$ cat config.mk
export PLATFORM = sky130hd
export DESIGN_NAME = fepc_ctrl
export DESIGN_NICKNAME = d
export VERILOG_FILES = /design/src/fepc_arm_flag.v /design/src/fepc_ctrl.v
export VERILOG_INCLUDE_DIRS = /design/src
export SDC_FILE = /design/constraint.sdc
export NUM_CORES = 1
export LEC_CHECK = 0
export ABC_AREA = 1
export ABC_CLOCK_PERIOD_IN_PS = 1400
export BUFFER_PORTS_ARGS = -buffer_cell sky130_fd_sc_hd__buf_2
export CORE_MARGIN = 3
export CORE_UTILIZATION = 30
export CTS_CLUSTER_DIAMETER = 50
export CTS_CLUSTER_SIZE = 10
export DETAILED_ROUTE_END_ITERATION = 16
export PLACE_DENSITY_LB_ADDON = 0.12
export REMOVE_ABC_BUFFERS = 1
export SLEW_MARGIN = 20
export SYNTH_ARGS = -nofsm -noshare
export SYNTH_HDL_FRONTEND = slang
export SYNTH_HIERARCHICAL = 1
export SYNTH_SLANG_ARGS = --single-unit
export TNS_END_PERCENT = 20
$ cat constraint.sdc
create_clock -name core_clk -period 1.4 [get_ports core_clk]
set_input_delay 0.42 -clock core_clk [delete_from_list [all_inputs] [get_ports core_clk]]
set_output_delay 0.42 -clock core_clk [all_outputs]
set_load 0.1 [all_outputs]
$ cat src/fepc_map.vh
// Register offsets, field positions, keys and timing for the flash erase/program controller
`ifndef FEPC_MAP_VH
`define FEPC_MAP_VH
`define FEPC_OFS_ERASE_TRIGGER   8'h94
`define FEPC_OFS_ENABLES         8'hb2
`define FEPC_OFS_PAGE_ADDR       8'hb7
`define FEPC_KEY_PAGE_ERASE      8'h55
`define FEPC_KEY_MASS_ERASE      8'haa
`define FEPC_BIT_MASS_EN         1
`define FEPC_BIT_PWE             0
`define FEPC_PGADR_MSB           7
`define FEPC_PGADR_LSB           1
`define FEPC_RST_BYTE            8'h00
`define FEPC_RST_PAGE            7'h00
`define FEPC_ERASE_DONE_MAX      8'hff
`endif
$ cat src/fepc_arm_flag.v
// Sticky one-bit arm flag: set by a prerequisite write, consumed by its trigger
`timescale 1ns/1ps
`default_nettype none
module fepc_arm_flag (
   input  wire core_clk,
   input  wire resetn,
   input  wire clk_en,
   input  wire set_i,
   input  wire consume_i,
   output wire armed
);
   reg arm_reg;
   reg arm_next;
   always @* begin
      arm_next = arm_reg;
      if (consume_i)
         arm_next = 1'b0;
      // A fresh write in the consuming cycle re-arms
      if (set_i)
         arm_next = 1'b1;
   end
   always @(posedge core_clk) begin
      if (!resetn)
         arm_reg <= 1'b0;
      else if (clk_en)
         arm_reg <= arm_next;
   end
   assign armed = arm_reg;
endmodule
`default_nettype wire

$ cat src/fepc_ctrl.v
// Flash erase/program controller on the special function register port
// Function
// - 0x55 trigger starts page erase after address
// - 0xAA starts mass erase if enabled, debug
// - Other trigger values ignored; trigger resets zero
// - Mass erase enable bit 1, reset zero
// - Seven-bit page address in bits 7:1
// - Program write enable steers stores into flash
// - Write enable self-clears after each byte
// - Write enable locked while interrupts enabled
`timescale 1ns/1ps
`default_nettype none
`include "fepc_map.vh"
module fepc_ctrl (
   input  wire       core_clk,
   input  wire       resetn,
   input  wire       clk_en,
   input  wire [7:0] sfr_addr,
   input  wire [7:0] sfr_wdata,
   input  wire       sfr_wr,
   input  wire       sfr_rd,
   output reg  [7:0] sfr_rdata,
   input  wire       irq_global_en,
   input  wire       debug_port_en,
   input  wire       external_data_move_wr,
   input  wire [15:0] data_pointer,
   input  wire [7:0] acc_data,
   input  wire       flash_busy,
   output wire       xram_wr,
   output reg        flash_prog_req,
   output reg [15:0] flash_prog_addr,
   output reg  [7:0] flash_prog_data,
   output reg        page_erase_req,
   output reg        mass_erase_req,
   output reg  [6:0] page_erase_address,
   output wire       erase_active
);
   // =====================================================
   // State
   // =====================================================
   localparam [2:0] ST_IDLE  = 3'b001;
   localparam [2:0] ST_PAGE  = 3'b010;
   localparam [2:0] ST_MASS  = 3'b100;

   reg [2:0] state_reg;
   reg [2:0] state_next;
   reg [7:0] erase_trigger_reg;
   reg       mass_erase_enable_reg;
   reg       program_write_enable_reg;
   reg       flash_wait_reg;

   wire       wr_trig;
   wire       wr_en;
   wire       wr_pg;
   wire       idle;
   wire       page_armed;
   wire       mass_armed;
   wire       key_page;
   wire       key_mass;
   wire       go_page;
   wire       go_mass;
   wire       byte_prog;

   // Decode of the three register writes
   assign wr_trig   = sfr_wr && (sfr_addr == `FEPC_OFS_ERASE_TRIGGER);
   assign wr_en     = sfr_wr && (sfr_addr == `FEPC_OFS_ENABLES);
   assign wr_pg     = sfr_wr && (sfr_addr == `FEPC_OFS_PAGE_ADDR);
   assign idle      = (state_reg == ST_IDLE);
   assign key_page  = wr_trig && (sfr_wdata == `FEPC_KEY_PAGE_ERASE);
   assign key_mass  = wr_trig && (sfr_wdata == `FEPC_KEY_MASS_ERASE);
   // Keys are refused while busy so a running erase is never re-aimed
   assign go_page   = key_page && page_armed && idle;
   assign go_mass   = key_mass && mass_armed && mass_erase_enable_reg && debug_port_en && idle;
   assign byte_prog = program_write_enable_reg && external_data_move_wr;

   // =====================================================
   // Prerequisite tracking
   // =====================================================
   // Each erase key consumes its own arm, so a stale write never carries over
   fepc_arm_flag u_page_arm (
      .core_clk  (core_clk),
      .resetn    (resetn),
      .clk_en    (clk_en),
      .set_i     (wr_pg),
      .consume_i (key_page),
      .armed     (page_armed)
   );
   fepc_arm_flag u_mass_arm (
      .core_clk  (core_clk),
      .resetn    (resetn),
      .clk_en    (clk_en),
      .set_i     (wr_en && sfr_wdata[`FEPC_BIT_MASS_EN]),
      .consume_i (key_mass),
      .armed     (mass_armed)
   );

   // =====================================================
   // Registers
   // =====================================================
   // Write-only trigger; held only so its reset value is defined
   always @(posedge core_clk) begin
      if (!resetn) begin
         erase_trigger_reg <= `FEPC_RST_BYTE;
      end else if (clk_en) begin
         if (wr_trig)
            erase_trigger_reg <= sfr_wdata;
      end
   end

   // Mass erase permission; spent by the erase it allows
   always @(posedge core_clk) begin
      if (!resetn) begin
         mass_erase_enable_reg <= 1'b0;
      end else if (clk_en) begin
         if (wr_en)
            mass_erase_enable_reg <= sfr_wdata[`FEPC_BIT_MASS_EN];
         else if (go_mass)
            mass_erase_enable_reg <= 1'b0;
      end
   end

   // Page to erase, taken from the upper seven bits of the write
   always @(posedge core_clk) begin
      if (!resetn) begin
         page_erase_address <= `FEPC_RST_PAGE;
      end else if (clk_en) begin
         if (wr_pg)
            page_erase_address <= sfr_wdata[`FEPC_PGADR_MSB:`FEPC_PGADR_LSB];
      end
   end

   // Store consumes the enable; a simultaneous write cannot re-set it
   always @(posedge core_clk) begin
      if (!resetn) begin
         program_write_enable_reg <= 1'b0;
      end else if (clk_en) begin
         if (byte_prog)
            program_write_enable_reg <= 1'b0;
         else if (wr_en && !irq_global_en)
            program_write_enable_reg <= sfr_wdata[`FEPC_BIT_PWE];
      end
   end

   // =====================================================
   // Erase sequencer
   // =====================================================
   always @* begin
      state_next = state_reg;
      case (state_reg)
         ST_IDLE: begin
            if (go_page)
               state_next = ST_PAGE;
            else if (go_mass)
               state_next = ST_MASS;
         end
         ST_PAGE: begin
            if (flash_wait_reg && !flash_busy)
               state_next = ST_IDLE;
         end
         ST_MASS: begin
            if (flash_wait_reg && !flash_busy)
               state_next = ST_IDLE;
         end
         default: state_next = ST_IDLE;
      endcase
   end

   always @(posedge core_clk) begin
      if (!resetn) begin
         state_reg      <= ST_IDLE;
         flash_wait_reg <= 1'b0;
      end else if (clk_en) begin
         state_reg      <= state_next;
         // Wait one cycle for the array to raise busy before watching it
         flash_wait_reg <= !idle;
      end
   end

   // One-cycle erase requests to the array
   always @(posedge core_clk) begin
      if (!resetn) begin
         page_erase_req <= 1'b0;
         mass_erase_req <= 1'b0;
      end else if (clk_en) begin
         page_erase_req <= go_page;
         mass_erase_req <= go_mass;
      end
   end

   // Byte program request; address and data hold until the next store into flash
   always @(posedge core_clk) begin
      if (!resetn) begin
         flash_prog_req  <= 1'b0;
         flash_prog_addr <= 16'h0000;
         flash_prog_data <= 8'h00;
      end else if (clk_en) begin
         flash_prog_req <= byte_prog;
         if (byte_prog) begin
            flash_prog_addr <= data_pointer;
            flash_prog_data <= acc_data;
         end
      end
   end

   // Only the write enable is readable; write-only fields read zero
   always @(posedge core_clk) begin
      if (!resetn) begin
         sfr_rdata <= 8'h00;
      end else if (clk_en) begin
         if (sfr_rd && sfr_addr == `FEPC_OFS_ENABLES)
            sfr_rdata <= {7'h00, program_write_enable_reg};
         else
            sfr_rdata <= 8'h00;
      end
   end

   // Stores fall through to data RAM unless the enable is set
   assign xram_wr      = external_data_move_wr && !program_write_enable_reg;
   assign erase_active = !idle;
endmodule
`default_nettype wire

== After elaboration in Yosys (flattened, before gate mapping) ==
Cells that the tools add are included.
Widths: inputs -> output; s select.
Operators by class
  add/subtract/negate cells: 0
  $mul: 0
  div/mod/pow operators: 0
  order comparisons: 0
  equality and inequality tests: 10
  shifts and indexed selects: 0
  multiplexer cells: 13
  bitwise gates (word level): 0
  reductions and logical operators: 33
Operators by type and width (count)
  $eq 8x8->1 const B: 4
  $logic_and 1x1->1: 17
  $reduce_and 2->1: 6
  $mux 1: 9
  $mux 3: 3
  $eq 8x7->1 const B: 1
  $reduce_bool 2->1: 4
  $pmux 3 s2: 1
  $logic_not 1->1: 4
  $eq 3x1->1 const B: 1
  $eq 3x2->1 const B: 1
  $eq 3x3->1 const B: 1
  $ne 3x1->1 const B: 1
  $reduce_and 3->1: 1
  $ne 2x1->1 const B: 1
  $reduce_or 2->1: 1
Storage, ports and cells
  bits in registers: 50
  bits in latches: 0
  RAM bits: 0
  bits in read-only memories: 0
  input bits: 49
  output and inout port bits: 44
  word-level logic and storage cells: 69
  memories kept: 0

== Logic depth before layout (Yosys ltp) ==
Gate-level depths: netlist (run 1).
  word-level depth: 10
  mapped depth: 9
  mapped depth without buffers: 9

== Cells and area by module ==
Netlist (run 1), hierarchy kept.
By module, submodules not included
  fepc_ctrl: times used 1, cells each 249, area an instance 1818.0 µm², sequential area each 820.8 µm²
  fepc_arm_flag: times used 2, cells each 6, area an instance 43.8 µm², sequential area each 20.0 µm²

== Worst setup path after synthesis (run 1) ==
OpenSTA, ideal clock, no wires.
  path type: in2out
  start: input port external_data_move_wr
  end: output port xram_wr
  data arrival time: 1.698 ns
  path slack: -0.718 ns
  cell stages on the path: 2
  buffers on the path: 0
  cells stage by stage: inv_1 -> nor2_1
Between the ends
  word-level cells in the longest chain between the ends: 1
RTL lines
  start: declaration: line fepc_ctrl.v:25  | input wire external_data_move_wr,
  $logic_and 1x1->1: line fepc_ctrl.v:218  | assign xram_wr = external_data_move_wr && !program_write_enable_reg;
  end: declaration: line fepc_ctrl.v:29  | output wire xram_wr,
No other way between the ends.

== Worst setup path after layout (run 1) ==
  start: register state_reg[2]
  end: output port erase_active
Between the ends
  word-level cells in the longest chain between the ends: 2
RTL lines
  start: declaration: line fepc_ctrl.v:45  | reg [2:0] state_reg;
  start signal: assignment: line fepc_ctrl.v:173  | state_reg <= state_next;
  $eq 3x1->1: line fepc_ctrl.v:68  | assign idle = (state_reg == ST_IDLE);
  $logic_not 1->1: line fepc_ctrl.v:219  | assign erase_active = !idle;
  end: declaration: line fepc_ctrl.v:36  | output wire erase_active
No other way between the ends.

==> results_dict.tcl, run 1 <==
set metrics [dict create \
    crit_required_ns 0.98 \
    tightest_slew_ns 0.5344 \
    grt_pass1_vias 1837 \
    violations "negative setup slack" \
    dpl.hpwl_um 3908 \
    antenna_found_initial 0 \
    synth_area_sq_um 1906 \
    start_util 0.3162 \
    slew_headroom 0.6434 \
    critPathKind "reg2out" \
    nets 412 \
    drt_iter0_markers 42 \
    htree_levels 2 \
    synthTopCellsByArea "dfxtp_1 (45%), inv_1 (9.7%), a21oi_1 (8.4%)" \
    clock_skew_ns 0.003904 \
    coreArea_sq_um 6026 \
    first_pass_iters 4 \
    clock_path_buffers 2 \
    slew_violations 0 \
    period_share 1.016 \
    power_frac_clock 0.374 \
    gp_congestion 0.8610 \
    syn_area_per_cell_sq_um 7.301 \
    rows 28 \
    synth-seq-area-share 0.4517 \
    maxCapViolCount 0 \
    overflow 0 \
    intPower_mw 1.857 \
    clock-sinks 43 \
    fillers 619 \
    area_growth_pct 68.42 \
    drive_above_1_share 0.3471 \
    io_pins 93 \
    crit_family "flip-flops" \
    synth_top_cell_area_share 0.4517 \
    rsz0062_at_grt "true" \
    sw_frac_of_total 0.2463 \
    critical_path_peak_fanout 2 \
    crit_chain "nor2_4 -> nand2_4 -> buf_12" \
    wire_per_inst_um 11.66 \
    period_minus_slack_ns 1.423 \
    ys_ff_latch 43 \
    power_switching_mw 0.6068 \
    seqPwrFrac 0.498 \
    preCtsSetupSlack_ns -0.1817 \
    p_per_area_nw_per_um2 767.6 \
    postRouteAntennaNets 0 \
    grt_use_total 0.1411 \
    cts_buffers 5 \
    die-width_um 85.70 \
    synth_common_cells "inv_1 (49), dfxtp_1 (43), a21oi_1 (32), nor2_1 (27)" \
    multi_input_area_sq_um 813.3 \
    hp-class "in2reg" \
    startpoint_type "flip-flop" \
    hold_buffers 0 \
    slowest_stage "dfxtp_2" \
    irDropWorstVdd_v 0.0004303 \
    slowest_delay_ns 0.34 \
    tns_ns -0.02285 \
    worstSetupEndpointType "output pin" \
    regArea_sq_um 864.6 \
    port_buffers 85 \
    share_comb_of_total_power 0.128 \
    arrival_ns 1.00 \
    leakage_nw 1.338 \
    top_register "flash_prog_addr" \
    grt_max_degree 50 \
    path_clk_slew_ns 0.08 \
    num_vias 1908 \
    top_regs "flash_prog_addr (16), flash_prog_data (8), page_erase_address (7)" \
    synth_ff_type "dfxtp_1" \
    synthCells 261 \
    outcome "complete, but fails checks" \
    synthDistinctLibCells 24 \
    synth_top_area_cell "dfxtp_1" \
    grt_first_pass_wirelength_um 8211 \
    synth.most_common_cell "inv_1" \
    drc 0 \
    die_area_sq_um 7344 \
    wl_um 5109 \
    setup_violations 1 \
    worst_slack_ns -0.02285 \
    diodes 0 \
    synth-async-reset-ratio 0 \
    clk_latency_ns 0.29 \
    die_y_um 85.70 \
    fmax_mhz 702.8 \
    ys.warnings.count 6 \
    vias_per_cell 4.356 \
    hold_viol 0 \
    cts_tree "built" \
    synth-edff-count 0 \
    cts_root_buf "clkbuf_8" \
    worst-path-buf-inv 1 \
    largest_reg_flops 16 \
]
[cell usage in the layout (no fill, tap or decap), types with 2 or more instances in the layout]
cell / netlist / routed
dfxtp_2: 0 / 3
buf_2: 1 / 48
buf_4: 7 / 20
a21oi_2: 2 / 3
a21oi_1: 32 / 31
clkbuf_8: 0 / 5
nand4_1: 4 / 4
o21ai_0: 26 / 26
dfxtp_1: 43 / 40
inv_1: 49 / 49
nand2_1: 26 / 25
conb_1: 1 / 7
nor2_1: 27 / 24
o21a_1: 2 / 2
buf_12: 0 / 38
a211oi_1: 8 / 8
nand3_1: 13 / 13
nor2_4: 1 / 3
nor3_1: 5 / 5
[repair_timing]
item | in CTS | in global routing
gates cloned | 0 | 0
pin swaps | 2 | 2
endpoints found under the setup margin | 2 | 6
buffers inserted | 2 | 0
gates resized for setup | 6 | 5
[worst paths after layout]
check,from,to,slack (ns),depth (start not counted)
worst max-delay path,state_reg[2],erase_active,-0.02,3
worst min-delay path,acc_data[6],flash_prog_data[6],0.40,3
worst max register to register,state_reg[2],mass_erase_enable_reg,0.07,7
worst min register to register,flash_prog_data[2],flash_prog_data[2],0.48,2
[through the flow]
step	cell area [sq um]	power [mW]	std cells	hold WS [ns]	util
global placement	3059	1.568	429	0.4600	0.5077
finish	3209	2.464	438	0.4044	0.5326
floorplan	1829	1.421	250	0.4442	-
detailed placement	3059	1.570	429	0.4555	0.5077
CTS	3188	2.507	438	0.3921	0.5291
global route	3209	2.580	438	0.4022	0.5326
[layer usage]
metal  vias up  GRT usage  wire length [um]
met3         8    0.07397               552
met5         -          0                 0
li1       1031          -                 -
met1       805     0.1706              2225
met4         0    0.05036                81
met2        64     0.2140              2249
[worst min-delay path, delay by kind of cell]
family                 cells  cell delay (ns)
AO/OA/AOI/OAI              2             0.17
buffers and inverters      1             0.07
[final cells by class]
cell class	instances	area share
repair buffers	106	0.3587
flip-flops and latches	43	0.2694
multi-input cells	158	0.2534
inverters	49	0.05731
well taps	75	0.02924
clock buffers	6	0.02261
clock inverters	1	0.009357
[kinds of logic (layout without fill, tap and decap cells)]
group,Yosys count,count (layout),synth area share
AO/OA/AOI/OAI,71,71,0.2049
buffers and inverters,66,162,0.1484
flip-flops,43,43,0.4517
other,1,7,0.001968
AND/OR/NAND/NOR,80,80,0.1930
[power groups by stage]
| stage | clock, mW | sequential (mW) | combinational (mW) |
|---|---|---|---|
| 2_1_floorplan | 0 | 1.27 | 0.153 |
| 3_3_place_gp | 0 | 1.26 | 0.312 |
| 3_5_place_dp | 0 | 1.26 | 0.314 |
| 4_1_cts | 0.964 | 1.23 | 0.315 |
| 5_1_grt | 1.01 | 1.23 | 0.344 |
| 6_report | 0.921 | 1.23 | 0.316 |
Power figures use the tool's default switching activity.
==> run 2: changes to the inputs <==
- GPL_TIMING_DRIVEN: not set -> 0
==> run 2 against run 1 <==
  * The flow still finishes with violations (negative setup slack)
  * Hold slack got worse by 0.0021 ns
  * Largest cell class is now flip-flops and latches
  * Sequential power about the same
  * Clock skew decreased by 0.0023 ns
  * Flip-flop and latch count unchanged
  * Clock power decreased by 17%
  * Worst setup slack got worse by 0.021 ns
  * Largest power group unchanged
  * Fmax decreased by 1.5%
  * Die area unchanged
==> results_dict.tcl, run 2 (synthesis gave the netlist of run 1 again) <==
set metrics [dict create \
    dpl.hpwl_um 3412 \
    fmax_mhz 692.6 \
    setup_violations 1 \
    drc 0 \
    tightest_slew_ns 0.5357 \
    irDropWorstVdd_v 0.0005091 \
    die_y_um 85.70 \
    io_pins 93 \
    period_minus_slack_ns 1.444 \
    path_clk_slew_ns 0.08 \
    final_cell_mix "inv_1 (49), buf_2 (48), dfxtp_1 (40), buf_4 (33), a21oi_1 (31)" \
    diodes 0 \
    outcome "complete, but fails checks" \
    postRouteAntennaNets 0 \
    critical_path_peak_fanout 3 \
    crit_required_ns 0.98 \
    worstSetupEndpointType "output pin" \
    crit_chain "nor2_4 -> nand2_4 -> buf_12" \
    arrival_ns 1.02 \
    startpoint_type "flip-flop" \
    slowest_stage "dfxtp_2" \
    cts_tree "built" \
    slew_headroom 0.6424 \
    min_from "acc_data[7]" \
    gp_congestion 0.7978 \
    drive_above_1_share 0.3188 \
    fillers 660 \
    vias_per_cell 4.452 \
    slew_violations 0 \
    largest_reg_flops 16 \
    hp-class "in2reg" \
    clock_path_buffers 2 \
    rsz0062_at_grt "true" \
    port_buffers 85 \
    grt_first_pass_wirelength_um 7824 \
    wl_um 4844 \
    reg2reg_slack_ns 0.11 \
    min_to "flash_prog_data[7]" \
    first_pass_iters 4 \
    htree_levels 2 \
    ff2ff_path_depth 7 \
    tns_ns -0.04393 \
    critPathKind "reg2out" \
    slowest_delay_ns 0.34 \
    grt_use_total 0.1332 \
    top_regs "flash_prog_addr (16), flash_prog_data (8), page_erase_address (7)" \
    rows 28 \
    die-width_um 85.70 \
    dpl_cell_area_sq_um 2381 \
    wire_per_inst_um 11.53 \
    worst-path-buf-inv 1 \
    leakage_nw 1.149 \
    worst_slack_ns -0.04393 \
    p_total_mw 2.271 \
    cts_buffers 5 \
    min_path_cells 3 \
    clock_skew_ns 0.001615 \
    dp.cells 411 \
    reg2reg_to "state_reg[1]" \
    final_common_cell "inv_1" \
    top_register "flash_prog_addr" \
    crit_cells 3 \
    preCtsSetupSlack_ns -0.2427 \
    hold_buffers 0 \
    die_area_sq_um 7344 \
    fin_area_sq_um 2654 \
    period_share 1.031 \
    start_util 0.3162 \
    hold_viol 0 \
    p_per_area_nw_per_um2 855.7 \
    antenna_found_initial 0 \
    stdcell_count 420 \
    grt_pass1_vias 1687 \
    num_vias 1870 \
    grt_max_degree 38 \
    nets 393 \
    coreArea_sq_um 6026 \
    drt_iter0_markers 86 \
    r2r_start "state_reg[2]" \
    clock-sinks 43 \
    clk_latency_ns 0.29 \
    cts_root_buf "clkbuf_8" \
    area_growth_pct 39.26 \
    crit_family "flip-flops" \
    violations "negative setup slack" \
    maxCapViolCount 0 \
    overflow 0 \
]
[run 2: changes by cell type in the layout (fill, tap and decap cells not counted), sizes merged]
| cell | change |
|---|---|
| buf | -19 |
| bufinv | -1 |
| clkbuf | +1 |
| clkinv | +1 |
[run 2: power by group]
part           internal [mW]  switching (mW)  total (mW)
clock                  0.351           0.411       0.762
combinational         0.0813           0.204       0.285
sequential              1.22         0.00129        1.22
[run 2: cell type report]
class | count | area, sq um | share of cell area
inverter | 49 | 183.9 | 0.06931
clock inverter | 1 | 5.005 | 0.001886
tap | 75 | 93.84 | 0.03536
sequential | 43 | 867.1 | 0.3267
multi-input combinational | 158 | 838.3 | 0.3159
clock buffer | 7 | 76.32 | 0.02876
timing repair buffer | 87 | 589.3 | 0.2221
[run 2: layer usage]
metal | share of wire | vias to the layer above | global-route usage
met3 | 0.088 | 14 | 0.05187
met1 | 0.45 | 800 | 0.1710
met4 | 0.029 | 0 | 0.06187
met5 | 0 | - | 0
met2 | 0.44 | 68 | 0.1963
li1 | - | 988 | -
[run 2: worst reg2reg max path, delay by kind of cell, from the launching register on]
| family | cells | cell delay [ns] |
|---|---|---|
| AOI/OAI and AO/OA | 1 | 0.06 |
| buffers and inverters | 1 | 0.14 |
| DFF | 1 | 0.34 |
| and+or+nand+nor | 5 | 0.62 |
[run 2: worst max path at each step]
| stage | startpoint | end |
|---|---|---|
| floorplan | external_data_move_wr | xram_wr |
| global placement | clk_en | flash_prog_addr[15] |
| detailed placement | clk_en | flash_prog_data[4] |
| CTS | state_reg[2] | erase_active |
| global route | state_reg[2] | erase_active |
| finish | state_reg[2] | erase_active |
[run 2: repair_timing]
item	CTS	global route
cloned	0	0
endpoints found under the hold margin	0	0
setup endpoints to repair	37	32
setup buffers	1	0
resized for setup	51	11
pin swaps	3	3
[run 2: stage by stage]
| stage | hold slack [ns] | utilization |
|---|---|---|
| global route | 0.3975 | 0.4404 |
| detailed placement | 0.4345 | 0.3951 |
| CTS | 0.3894 | 0.4329 |
| finish | 0.4022 | 0.4404 |
| floorplan | 0.4442 | - |
| global placement | 0.4304 | 0.3897 |
==> run 3: changes to the inputs <==
- CTS_CLUSTER_DIAMETER: 50 -> not set
- RECOVER_POWER: not set -> 25
==> run 3 against run 2 <==
  * Clock-buffer cell count did not move
  * The run still ends with negative setup slack left
  * Clock power is essentially flat
  * Largest power group unchanged
  * Die area did not move
  * Critical endpoint unchanged
==> results_dict.tcl, run 3 (synthesis gave the netlist of run 1 again) <==
set metrics [dict create \
    outcome "complete, but fails checks" \
    violations "negative setup slack" \
    arrival_ns 1.02 \
    postRouteAntennaNets 0 \
    cts_tree "built" \
    area_growth_pct 38.21 \
    intPower_mw 1.654 \
    rsz0062_at_grt "true" \
    preCtsSetupSlack_ns -0.2427 \
    start_util 0.3162 \
    fmax_mhz 692.6 \
    first_pass_iters 4 \
    tightest_slew_ns 0.5330 \
    coreArea_sq_um 6026 \
    critPathKind "reg2out" \
    hp-class "in2reg" \
    leakage_nw 1.139 \
    worst_slack_ns -0.04393 \
    slew_headroom 0.6443 \
    nets 393 \
    maxCapViolCount 0 \
    grt_max_degree 38 \
    die-width_um 85.70 \
    drive_above_1_share 0.3130 \
    grt_use_total 0.1332 \
    top_regs "flash_prog_addr (16), flash_prog_data (8), page_erase_address (7)" \
    p_per_area_nw_per_um2 862.1 \
    cts_root_buf "clkbuf_8" \
    seqPwrFrac 0.539 \
    overflow 0 \
    sw_frac_of_total 0.2715 \
    htree_levels 2 \
    slowest_delay_ns 0.34 \
    antenna_found_initial 0 \
    clk_latency_ns 0.29 \
    path_clk_slew_ns 0.08 \
    io_pins 93 \
    startpoint_type "flip-flop" \
    grt_first_pass_wirelength_um 7824 \
    drc 0 \
    cts_buffers 5 \
    die_y_um 85.70 \
    slew_violations 0 \
    worstSetupEndpointType "output pin" \
    vias_per_cell 4.464 \
    power_frac_clock 0.336 \
    crit_required_ns 0.98 \
    worst-path-buf-inv 1 \
    period_share 1.031 \
    dp.cells 411 \
    die_area_sq_um 7344 \
    stdcell_count 420 \
    grt_pass1_vias 1687 \
    crit_chain "nor2_4 -> nand2_4 -> buf_12" \
    rows 28 \
    irDropWorstVdd_v 0.0005097 \
    share_comb_of_total_power 0.125 \
    top_register "flash_prog_addr" \
    crit_family "flip-flops" \
    hold_slack_ns 0.4032 \
    largest_reg_flops 16 \
    power_switching_mw 0.6163 \
    p_total_mw 2.270 \
    critical_path_peak_fanout 3 \
    num_vias 1875 \
    dpl.hpwl_um 3412 \
    port_buffers 85 \
    clock_skew_ns 0.001347 \
    slowest_stage "dfxtp_2" \
    gp_congestion 0.7978 \
    final_cell_mix "inv_1 (49), buf_2 (46), dfxtp_1 (40), buf_4 (33), a21oi_1 (31)" \
    setup_violations 1 \
    drt_iter0_markers 87 \
    wl_um 4843 \
    period_minus_slack_ns 1.444 \
    final_common_cell "inv_1" \
    clock_path_buffers 2 \
    clock-sinks 43 \
    wire_per_inst_um 11.53 \
    diodes 0 \
    hold_viol 0 \
]
-- run 3: final timing paths --
| check | start | to | slack [ns] | depth (start not counted) |
|---|---|---|---|---|
| hold / removal | acc_data[7] | flash_prog_data[7] | 0.40 | 3 |
| setup reg to reg | state_reg[2] | state_reg[1] | 0.10 | 7 |
| hold reg to reg | flash_prog_addr[15] | flash_prog_addr[15] | 0.45 | 2 |
| setup / recovery | state_reg[2] | erase_active | -0.04 | 3 |
-- run 3: area by class of cell --
| cell class | instances | area, sq um |
|---|---|---|
| fill | 665 | 3392 |
| sequential | 43 | 867.1 |
| multi-input combinational | 158 | 835.8 |
| timing repair buffer | 87 | 571.8 |
| inverter | 49 | 183.9 |
| tap | 75 | 93.84 |
| clock buffer | 7 | 76.32 |
| clock inverter | 1 | 5.005 |
-- run 3: worst register-to-register path: stages (launching register included) --
cell and delay, ns:
dfxtp_2 0.34, nor2_4 0.14, nand2_4 0.08, buf_6 0.14
nor2_4 0.06, nand4_1 0.20, nand4_1 0.14, a21oi_1 0.06
-- run 3: through the flow --
step                      cell area (sq um)  TNS [ns]    util
after detailed placement               2381    -7.825  0.3951
after CTS                              2609  -0.05474  0.4329
after floorplan                        1829    -11.89       -
after global placement                 2349    -33.94  0.3897
after global routing                   2634   -0.5480  0.4371
final                                  2634  -0.04393  0.4371
-- run 3: power groups by stage --
stage / Sequential (mW) / Combinational [mW] / Clock [mW]
4_1_cts: 1.23 / 0.283 / 0.796
3_5_place_dp: 1.26 / 0.273 / 0
5_1_grt: 1.22 / 0.312 / 0.836
3_3_place_gp: 1.26 / 0.273 / 0
2_1_floorplan: 1.27 / 0.153 / 0
6_report: 1.22 / 0.285 / 0.762
-- run 3: metal layers --
| layer | global-route usage | part of all wire |
|---|---|---|
| met5 | 0 | 0 |
| met4 | 0.06187 | 0.029 |
| met3 | 0.05187 | 0.087 |
| met2 | 0.1963 | 0.44 |
| met1 | 0.1710 | 0.44 |
-- run 3: repair_timing --
action | 4_1_cts | 5_1_grt
gates cloned | 0 | 0
hold buffers | 0 | 0
resized for setup | 51 | 11
endpoints found under the setup margin | 37 | 32
buffers inserted | 1 | 0
pin swaps | 3 | 3
